## src/hdl/tic_map.svh

```systemverilog
// Register offsets, field positions, codes and reset values of the timer
//
// Notes on behaviour
// - With filter on, output changes only after four equal consecutive samples.
// - Filter adds four core clock cycles between input change and capture.
// - Edge select zero captures on falling edge, one on rising edge.
// - Each capture event copies the counter into capture register, sets flag.
// - Capture source is the capture pin, or optionally the comparator output.
// - While capture register is top value, the capture input is ignored.
// - Mode bit zero: top 0xFFFF; one: top is capture register.
// - Clock select: 000 stop, 001 every cycle, 110/111 external falling/rising.
// - External pin edges count even when that pin is an output.
// - Counter and capture words move through one shared high byte latch.
// - Counter write removes compare match on the following timer tick.
// - Capture interrupt needs enable bit, global enable and capture flag.
// - Overflow interrupt needs enable bit, global enable and overflow flag.
// - Unused bits of mask and flag registers read as zero.
// - In clear-on-match mode, reaching top sets the capture flag.
// - Capture flag clears on vector execution or writing one to it.
// - Overflow flag clears on vector execution or writing one to it.
// - Normal mode counts up, wraps to zero, flags overflow then.
// - Clear-on-match resets counter at capture value; top not double buffered.
// - Low byte read latches high byte; high byte read returns latch.
`ifndef TIC_MAP_SVH
`define TIC_MAP_SVH

`define TIC_A_CTRL 3'h0
`define TIC_A_CNT_LO 3'h1
`define TIC_A_CNT_HI 3'h2
`define TIC_A_CAP_LO 3'h3
`define TIC_A_CAP_HI 3'h4
`define TIC_A_MASK 3'h5
`define TIC_A_FLAGS 3'h6

`define TIC_B_NF 7
`define TIC_B_EDGE 6
`define TIC_B_WGM 4
`define TIC_F_CS 2:0
`define TIC_B_CIE 5
`define TIC_B_OIE 0
`define TIC_B_CF 5
`define TIC_B_OF 0

`define TIC_CTRL_WMASK 8'hd7
`define TIC_MASK_WMASK 8'h21

`define TIC_CS_STOP 3'h0
`define TIC_CS_IO 3'h1
`define TIC_CS_EXT_FALL 3'h6
`define TIC_CS_EXT_RISE 3'h7

`define TIC_TOP_MAX 16'hffff
`define TIC_RST_CTRL 8'h00
`define TIC_RST_MASK 8'h00
`define TIC_RST_WORD 16'h0000
`define TIC_FILT_LEN 4

`endif

```

## src/hdl/tic_pkg.sv

```systemverilog
// Types shared by the timer and its bench
`include "tic_map.svh"
package tic_pkg;

    typedef struct packed {
        logic re;
        logic we;
        logic [2:0] addr;
        logic [7:0] wdata;
    } tic_io_req_t;

    typedef struct packed {
        logic [7:0] ctrl;
        logic [7:0] mask;
        logic cflag;
        logic oflag;
        logic [15:0] cnt;
        logic [15:0] cap;
        logic [7:0] temp;
        logic [`TIC_FILT_LEN-1:0] hist;
        logic filt;
        logic edge_prev;
        logic ext_prev;
        logic block;
        logic [7:0] rdata;
        logic irq_c;
        logic irq_o;
    } tic_state_t;

endpackage

```

## src/hdl/tic_timer.sv

```systemverilog
// Sixteen bit timer with input capture, noise filter and byte latch
`timescale 1ns/1ps
`include "tic_map.svh"
module tic_timer (
    input logic core_clk,
    input logic rstn,
    input tic_pkg::tic_io_req_t io_req,
    output logic [7:0] io_rdata,
    input logic global_irq_en,
    input logic capture_ack,
    input logic overflow_ack,
    input logic capture_input_pin,
    input logic acomp_out,
    input logic acomp_capture_sel,
    input logic external_count_pin,
    output logic capture_irq,
    output logic overflow_irq,
    output logic compare_block
);
    import tic_pkg::*;

    tic_state_t r;
    tic_state_t n;
    logic tick;
    logic src;
    logic cur;
    logic hist_eq;
    logic edge_hit;
    logic cap_evt;
    logic clear_on_match_mode;
    logic wr_cnt;
    logic wr_cap;
    logic top_hit;
    logic ovf_hit;
    logic cf_clr;
    logic of_clr;
    logic [2:0] cs;
    logic [7:0] cnt_hi;
    logic [7:0] rd;

    assign cs = r.ctrl[`TIC_F_CS];
    assign clear_on_match_mode = r.ctrl[`TIC_B_WGM];
    assign cnt_hi = r.cnt[15:8];

    // Timer tick; pin is read whatever its port direction
    always_comb begin
        case (cs)
            `TIC_CS_IO: tick = 1'h1;
            `TIC_CS_EXT_FALL: tick = r.ext_prev & ~external_count_pin;
            `TIC_CS_EXT_RISE: tick = ~r.ext_prev & external_count_pin;
            default: tick = 1'h0;
        endcase
    end

    assign src = acomp_capture_sel ? acomp_out : capture_input_pin;
    assign hist_eq = (&r.hist) | ~(|r.hist);
    assign cur = r.ctrl[`TIC_B_NF] ? r.filt : r.hist[0];
    assign edge_hit = r.ctrl[`TIC_B_EDGE] ? (cur & ~r.edge_prev)
                                          : (~cur & r.edge_prev);
    assign cap_evt = edge_hit & ~clear_on_match_mode;

    assign wr_cnt = io_req.we && io_req.addr == `TIC_A_CNT_LO;
    assign wr_cap = io_req.we && io_req.addr == `TIC_A_CAP_LO;
    assign top_hit = tick & clear_on_match_mode & (r.cnt == r.cap) & ~wr_cnt;
    assign ovf_hit = tick & (r.cnt == `TIC_TOP_MAX) & ~wr_cnt;

    assign cf_clr = capture_ack | (io_req.we &&
        io_req.addr == `TIC_A_FLAGS && io_req.wdata[`TIC_B_CF]);
    assign of_clr = overflow_ack | (io_req.we &&
        io_req.addr == `TIC_A_FLAGS && io_req.wdata[`TIC_B_OF]);

    // Read mux; unused bits stay zero
    always_comb begin
        rd = 8'h00;
        case (io_req.addr)
            `TIC_A_CTRL: rd = r.ctrl;
            `TIC_A_CNT_LO: rd = r.cnt[7:0];
            `TIC_A_CNT_HI: rd = r.temp;
            `TIC_A_CAP_LO: rd = r.cap[7:0];
            `TIC_A_CAP_HI: rd = r.temp;
            `TIC_A_MASK: rd = r.mask & `TIC_MASK_WMASK;
            `TIC_A_FLAGS: begin
                rd[`TIC_B_CF] = r.cflag;
                rd[`TIC_B_OF] = r.oflag;
            end
            default: rd = 8'h00;
        endcase
    end

    always_comb begin
        n = r;
        n.hist = {r.hist[`TIC_FILT_LEN-2:0], src};
        if (hist_eq) begin
            n.filt = r.hist[0];
        end
        n.edge_prev = cur;
        n.ext_prev = external_count_pin;

        if (io_req.re) begin
            n.rdata = rd;
        end
        if (io_req.re && io_req.addr == `TIC_A_CNT_LO) begin
            n.temp = r.cnt[15:8];
        end
        if (io_req.re && io_req.addr == `TIC_A_CAP_LO) begin
            n.temp = r.cap[15:8];
        end
        if (io_req.we && (io_req.addr == `TIC_A_CNT_HI ||
                          io_req.addr == `TIC_A_CAP_HI)) begin
            n.temp = io_req.wdata;
        end

        if (io_req.we && io_req.addr == `TIC_A_CTRL) begin
            n.ctrl = io_req.wdata & `TIC_CTRL_WMASK;
        end
        if (io_req.we && io_req.addr == `TIC_A_MASK) begin
            n.mask = io_req.wdata & `TIC_MASK_WMASK;
        end

        if (wr_cnt) begin
            n.cnt = {r.temp, io_req.wdata};
        end else if (top_hit) begin
            n.cnt = `TIC_RST_WORD;
        end else if (tick) begin
            n.cnt = r.cnt + 16'h0001;
        end

        // Match of the next tick is removed after a counter write
        if (wr_cnt) begin
            n.block = 1'h1;
        end else if (tick) begin
            n.block = 1'h0;
        end

        if (cap_evt) begin
            n.cap = r.cnt;
        end else if (wr_cap && clear_on_match_mode) begin
            n.cap = {r.temp, io_req.wdata};
        end

        // Set beats clear in the same cycle
        n.cflag = cap_evt | top_hit | (r.cflag & ~cf_clr);
        n.oflag = ovf_hit | (r.oflag & ~of_clr);

        n.irq_c = r.mask[`TIC_B_CIE] & global_irq_en & r.cflag;
        n.irq_o = r.mask[`TIC_B_OIE] & global_irq_en & r.oflag;
    end

    always_ff @(posedge core_clk or negedge rstn) begin
        if (!rstn) begin
            r <= '0;
            r.ctrl <= `TIC_RST_CTRL;
            r.mask <= `TIC_RST_MASK;
            r.cnt <= `TIC_RST_WORD;
            r.cap <= `TIC_RST_WORD;
        end else begin
            r <= n;
        end
    end

    assign io_rdata = r.rdata;
    assign capture_irq = r.irq_c;
    assign overflow_irq = r.irq_o;
    assign compare_block = r.block;
endmodule

```

## config.mk

```make
export PLATFORM = sky130hd
export DESIGN_NAME = tic_timer
export DESIGN_NICKNAME = d
export VERILOG_FILES = /design/src/hdl/tic_pkg.sv /design/src/hdl/tic_timer.sv
export VERILOG_INCLUDE_DIRS = /design/src /design/src/hdl
export SDC_FILE = /design/constraint.sdc
export NUM_CORES = 1
export LEC_CHECK = 0
export BUFFER_PORTS_ARGS = -buffer_cell sky130_fd_sc_hd__buf_4
export CAP_MARGIN = 20
export CORE_AREA = 2 2 97 99
export CTS_CLUSTER_SIZE = 16
export DETAILED_ROUTE_END_ITERATION = 12
export DIE_AREA = 0 0 99 101
export PLACE_DENSITY = 0.74
export SLEW_MARGIN = 30
export SYNTH_ARGS = -nofsm -noshare
export SYNTH_HDL_FRONTEND = slang
export SYNTH_SLANG_ARGS = --single-unit
```

## constraint.sdc

```tcl
create_clock -name core_clk -period 2.5 [get_ports core_clk]
set_clock_uncertainty 0.05 [all_clocks]
set_input_delay 0.5 -clock core_clk [delete_from_list [all_inputs] [get_ports core_clk]]
set_output_delay 0.5 -clock core_clk [all_outputs]
set_load 0.03 [all_outputs]
```

==> report_table.html <==
<table>
<tr><th>Metric</th><th>Value</th></tr>
<tr><th colspan="2">Status</th></tr>
<tr><td>Run status</td><td>complete, no violations</td></tr>
<tr><th colspan="2">Synthesis</th></tr>
<tr><td>Number of nets produced by synthesis</td><td>425</td></tr>
<tr><td>Mean area per synthesized cell</td><td>roughly 10 um2</td></tr>
<tr><td>Mapped Cells</td><td>402</td></tr>
<tr><td>Post-synth top flop</td><td>dfrtp_1</td></tr>
<tr><td>Number of synthesized register bits</td><td>68</td></tr>
<tr><td>Number of flops mapped to enable cells by yosys</td><td>0</td></tr>
<tr><td>Number of distinct library cells after synthesis</td><td>49</td></tr>
<tr><td>Post-synthesis cell area</td><td>roughly 3900 um2</td></tr>
<tr><td>Part of the Yosys area used for sequential elements</td><td>0.433</td></tr>
<tr><td>Synthesis Warnings</td><td>0</td></tr>
<tr><td>Async set-or-reset flop fraction in the synthesized netlist</td><td>1.00</td></tr>
<tr><th colspan="2">Placed design</th></tr>
<tr><td>Post-place setup slack</td><td>roughly 0.21 ns</td></tr>
<tr><td>RD Place Congestion</td><td>0.928</td></tr>
<tr><td>Port Buffer Count</td><td>32</td></tr>
<tr><td>Detailed Place HPWL</td><td>7.32 mm</td></tr>
<tr><th colspan="2">Timing</th></tr>
<tr><td>Final period util</td><td>0.890</td></tr>
<tr><td>Tmin final</td><td>2.22 ns</td></tr>
<tr><td>Count of pins over their slew limit</td><td>0</td></tr>
<tr><td>Transition time of the tightest slew-check pin</td><td>0.869 ns</td></tr>
<tr><td>Max Clk Rate</td><td>0.450 GHz</td></tr>
<tr><td>Final WS setup</td><td>roughly 0.28 ns</td></tr>
<tr><td>Slew margin rel.</td><td>0.421</td></tr>
<tr><td>Setup violations, final</td><td>0</td></tr>
<tr><td>Final TNS setup</td><td>0 ns</td></tr>
<tr><td>Setup repair after global routing missed its margin</td><td>no</td></tr>
<tr><td>Final hold vios</td><td>0</td></tr>
<tr><th colspan="2">Global routing</th></tr>
<tr><td>Maximum number of pins on one net before global-route repair</td><td>69</td></tr>
<tr><td>Global-route wire length before repair</td><td>16.9 mm</td></tr>
<tr><td>Via count of the first global-routing pass</td><td>3131</td></tr>
<tr><td>Total track usage</td><td>0.219</td></tr>
<tr><td>Global route total overflow</td><td>0</td></tr>
<tr><td>Antenna violations before repair</td><td>0</td></tr>
<tr><th colspan="2">Power and ir drop</th></tr>
<tr><td>Int Pwr</td><td>between 2 and 3 mW</td></tr>
<tr><td>Switch Pwr</td><td>1.83 mW</td></tr>
<tr><td>Peak ir drop on the vdd network</td><td>0.000472 V</td></tr>
<tr><td>Reg power frac</td><td>0.403</td></tr>
<tr><td>Sw Share</td><td>0.399</td></tr>
<tr><td>Reported leakage power</td><td>between 2 and 2.5 nW</td></tr>
<tr><td>Share of power burned in the clock network</td><td>0.205</td></tr>
<tr><td>PwrDens</td><td>1030 nW/um2</td></tr>
<tr><td>Portion of total power attributed to combinational logic</td><td>0.392</td></tr>
<tr><th colspan="2">Route</th></tr>
<tr><td>Count of routing violations after the opening detailed-route iteration</td><td>256</td></tr>
<tr><td>Detailed Route WL</td><td>10.6 mm</td></tr>
<tr><td>Via count</td><td>3334</td></tr>
<tr><td>Mean number of vias per cell</td><td>6.11</td></tr>
<tr><td>Number of detailed-routing iterations run before antenna repair</td><td>5</td></tr>
<tr><td>Remaining DRCs</td><td>0</td></tr>
<tr><td>Routed wire per std cell</td><td>19.4 um</td></tr>
<tr><td>Antenna-violating nets left</td><td>0</td></tr>
<tr><th colspan="2">CTS</th></tr>
<tr><td>Number of buffers inserted by hold repair at cts</td><td>0</td></tr>
<tr><td>Number of gates resized after cts</td><td>0</td></tr>
<tr><td>TritonCTS clock tree</td><td>done</td></tr>
<tr><td>Total number of clock tree sinks</td><td>68</td></tr>
<tr><td>Buffer type at the clock tree root</td><td>clkbuf_8</td></tr>
<tr><td>Maximum root-to-sink buffer count</td><td>2</td></tr>
<tr><td>Register clock-pin slew on the reported worst setup and hold paths</td><td>0.08 ns</td></tr>
<tr><td>Clock insertion delay at the later pin of the skew report</td><td>roughly 0.36 ns</td></tr>
<tr><td>Max H-tree Level</td><td>3</td></tr>
<tr><td>Number of buffers added for setup after CTS</td><td>0</td></tr>
<tr><td>Total clock buffers created by CTS</td><td>9</td></tr>
<tr><th colspan="2">Layout</th></tr>
<tr><td>Area occupied by multi-input gates</td><td>1930 um2</td></tr>
<tr><td>Count of antenna diodes in the layout</td><td>0</td></tr>
<tr><td>Ratio of cells with drive above 1 in the final layout</td><td>0.223</td></tr>
<tr><td>Final net count</td><td>453</td></tr>
<tr><td>Synthesis-to-finish area growth</td><td>12.9%</td></tr>
<tr><td>Sequential Area</td><td>1700 um2</td></tr>
<tr><td>FILL cells</td><td>790</td></tr>
<tr><th colspan="2">Setup path</th></tr>
<tr><td>Crit-path cells</td><td>ha_1 -&gt; nand3_1 -&gt; nor2_1 -&gt; nand4_1 -&gt; o41ai_1</td></tr>
<tr><td>Arrival time at the worst endpoint</td><td>2.37 ns</td></tr>
<tr><td>Worst setup SP type</td><td>flip-flop</td></tr>
<tr><td>CP required</td><td>2.64 ns</td></tr>
<tr><td>Number of cells on the worst reg-to-reg path</td><td>5</td></tr>
<tr><td>Max incr delay on CP</td><td>between 0.5 and 0.6 ns</td></tr>
<tr><td>CP endpoint kind</td><td>flip-flop</td></tr>
<tr><td>Classification of the worst setup path</td><td>flip-flop to flip-flop</td></tr>
<tr><td>Cell with the largest stage delay on the worst path</td><td>dfrtp_1</td></tr>
<tr><td>Highest net fanout along the worst path</td><td>8</td></tr>
<tr><td>CP Launch Point</td><td>r[42]$_DFFE_PN0P_</td></tr>
<tr><td>Reg-to-reg critical path startpoint</td><td>r[42]$_DFFE_PN0P_</td></tr>
<tr><td>Flop2flop setup slack</td><td>around 0.28 ns</td></tr>
<tr><th colspan="2">Die</th></tr>
<tr><td>Count of pins on the block boundary</td><td>33</td></tr>
<tr><td>Initial standard-cell utilization of the core</td><td>0.438</td></tr>
<tr><td>Area inside the core boundary</td><td>8980 um2</td></tr>
<tr><td>DIE WIDTH</td><td>between 90 and 100 um</td></tr>
<tr><td>Area of the die</td><td>10000 um2</td></tr>
<tr><td>Overall die height</td><td>101 um</td></tr>
<tr><td>Row cnt</td><td>35</td></tr>
<tr><th colspan="2">Worst hold path</th></tr>
<tr><td>Worst hold path type</td><td>input port to asynchronous set/reset pin</td></tr>
<tr><th colspan="2">Job</th></tr>
<tr><td>Max_cap viols</td><td>0</td></tr>
</table>
-- registers in the layout (all words and copies together) (netlist names) --
name,cells
io_rdata,8
cs,3
compare_block,1
capture_irq,1
n,3
overflow_irq,1
cnt_hi,8
clear_on_match_mode,1
r,42
-- cells in the mapped netlist, drive strengths merged, types with 2 or more instances --
library cell,n,share of area
o211ai,2,0.0038
or3,4,0.0064
nand3b,3,0.0057
a221oi,2,0.0045
a21o,17,0.032
and2,4,0.0070
a21oi,17,0.022
nor2,16,0.015
o21ai,22,0.028
nand2,34,0.032
a22o,16,0.036
nor3b,4,0.0076
xor2,15,0.033
xnor2,2,0.0045
mux2i,10,0.025
nor3,3,0.0038
nand4,4,0.0064
nor2b,4,0.0064
nor4,13,0.024
and3,15,0.024
clkbuf,18,0.032
dfrtp,68,0.43
nand3,10,0.013
buf,22,0.035
inv,12,0.011
mux2,14,0.040
o22a,2,0.0045
a22oi,24,0.046
nor4b,2,0.0083
a31oi,5,0.0080
o22ai,8,0.013
-- cell usage in the layout (no fill, tap or decap), types with 8 or more instances in the layout --
cell / n
clkbuf_8: 9
nand3_1: 10
buf_4: 57
nor2_1: 16
nand2_1: 34
and3_1: 15
nor4_1: 11
o22ai_1: 8
inv_1: 12
a22o_1: 15
a22oi_1: 24
a21oi_1: 17
xor2_1: 15
dfrtp_1: 68
o21ai_0: 22
a21o_1: 17
mux2i_1: 10
mux2_2: 14
-- final cells by class --
cell class / instances / share of cell area
Timing Repair Buffer: 57 / 0.0964
Multi-Input combinational cell: 282 / 0.434
Clock inverter: 7 / 0.0169
Tap cell: 111 / 0.0313
Sequential cell: 68 / 0.383
Clock buffer: 9 / 0.0279
Inverter: 12 / 0.0101
-- power by group through the flow --
| stage | clock network [mW] | logic [mW] | registers [mW] |
|---|---|---|---|
| floorplan | 0 | 1.46 | 1.68 |
| global placement | 0 | 1.74 | 1.84 |
| detailed placement | 0 | 1.77 | 1.85 |
| CTS | 0.945 | 1.79 | 1.83 |
| global route | 0.996 | 1.99 | 1.89 |
| finish | 0.942 | 1.80 | 1.85 |
-- kinds of logic after synthesis --
| kind of cell | share of synthesized area |
|---|---|
| DFF | 0.433 |
| xor gates and xnor gates | 0.0379 |
| muxes | 0.0713 |
| adders and majority gates | 0.00318 |
| buffers and inverters | 0.0786 |
| AOI/OAI and AO/OA | 0.204 |
| and+or+nand+nor | 0.172 |
-- worst paths after layout --
kind,endpoint
worst max-delay path,r[58]$_DFF_PN0_
worst min-delay path,capture_irq$_DFF_PN0_
worst max register to register,r[58]$_DFF_PN0_
worst min register to register,r[17]$_DFF_PN0_
max in group asynchronous,r[36]$_DFFE_PN0P_
min in group core_clk,r[11]$_DFF_PN0_
-- metrics by stage --
step / hold slack, ns / util / instances / area, um2 / total power, mW
2_1_floorplan: 0.154 / - / 402 / 3930 / 3.14
3_3_place_gp: 0.328 / 0.472 / 530 / 4240 / 3.59
3_5_place_dp: 0.339 / 0.472 / 530 / 4240 / 3.62
4_1_cts: 0.212 / 0.494 / 546 / 4440 / 4.56
5_1_grt: 0.212 / 0.494 / 546 / 4440 / 4.87
6_report: 0.210 / 0.494 / 546 / 4440 / 4.59
-- worst max-delay path, delay by kind of cell (launching register included) --
family	cells	cell delay [ns]
AO/OA/AOI/OAI	1	0.50
flip-flops	1	0.55
adder cells (fa/ha/maj)	1	0.25
AND/OR/NAND/NOR	3	0.72
-- metal layers --
metal	GRT usage	wire [um]
met1	0.306	4730
met2	0.335	4850
met5	0	0
met4	0.106	360
met3	0.0298	623
Note: power is estimated with default switching activity, not from simulation.
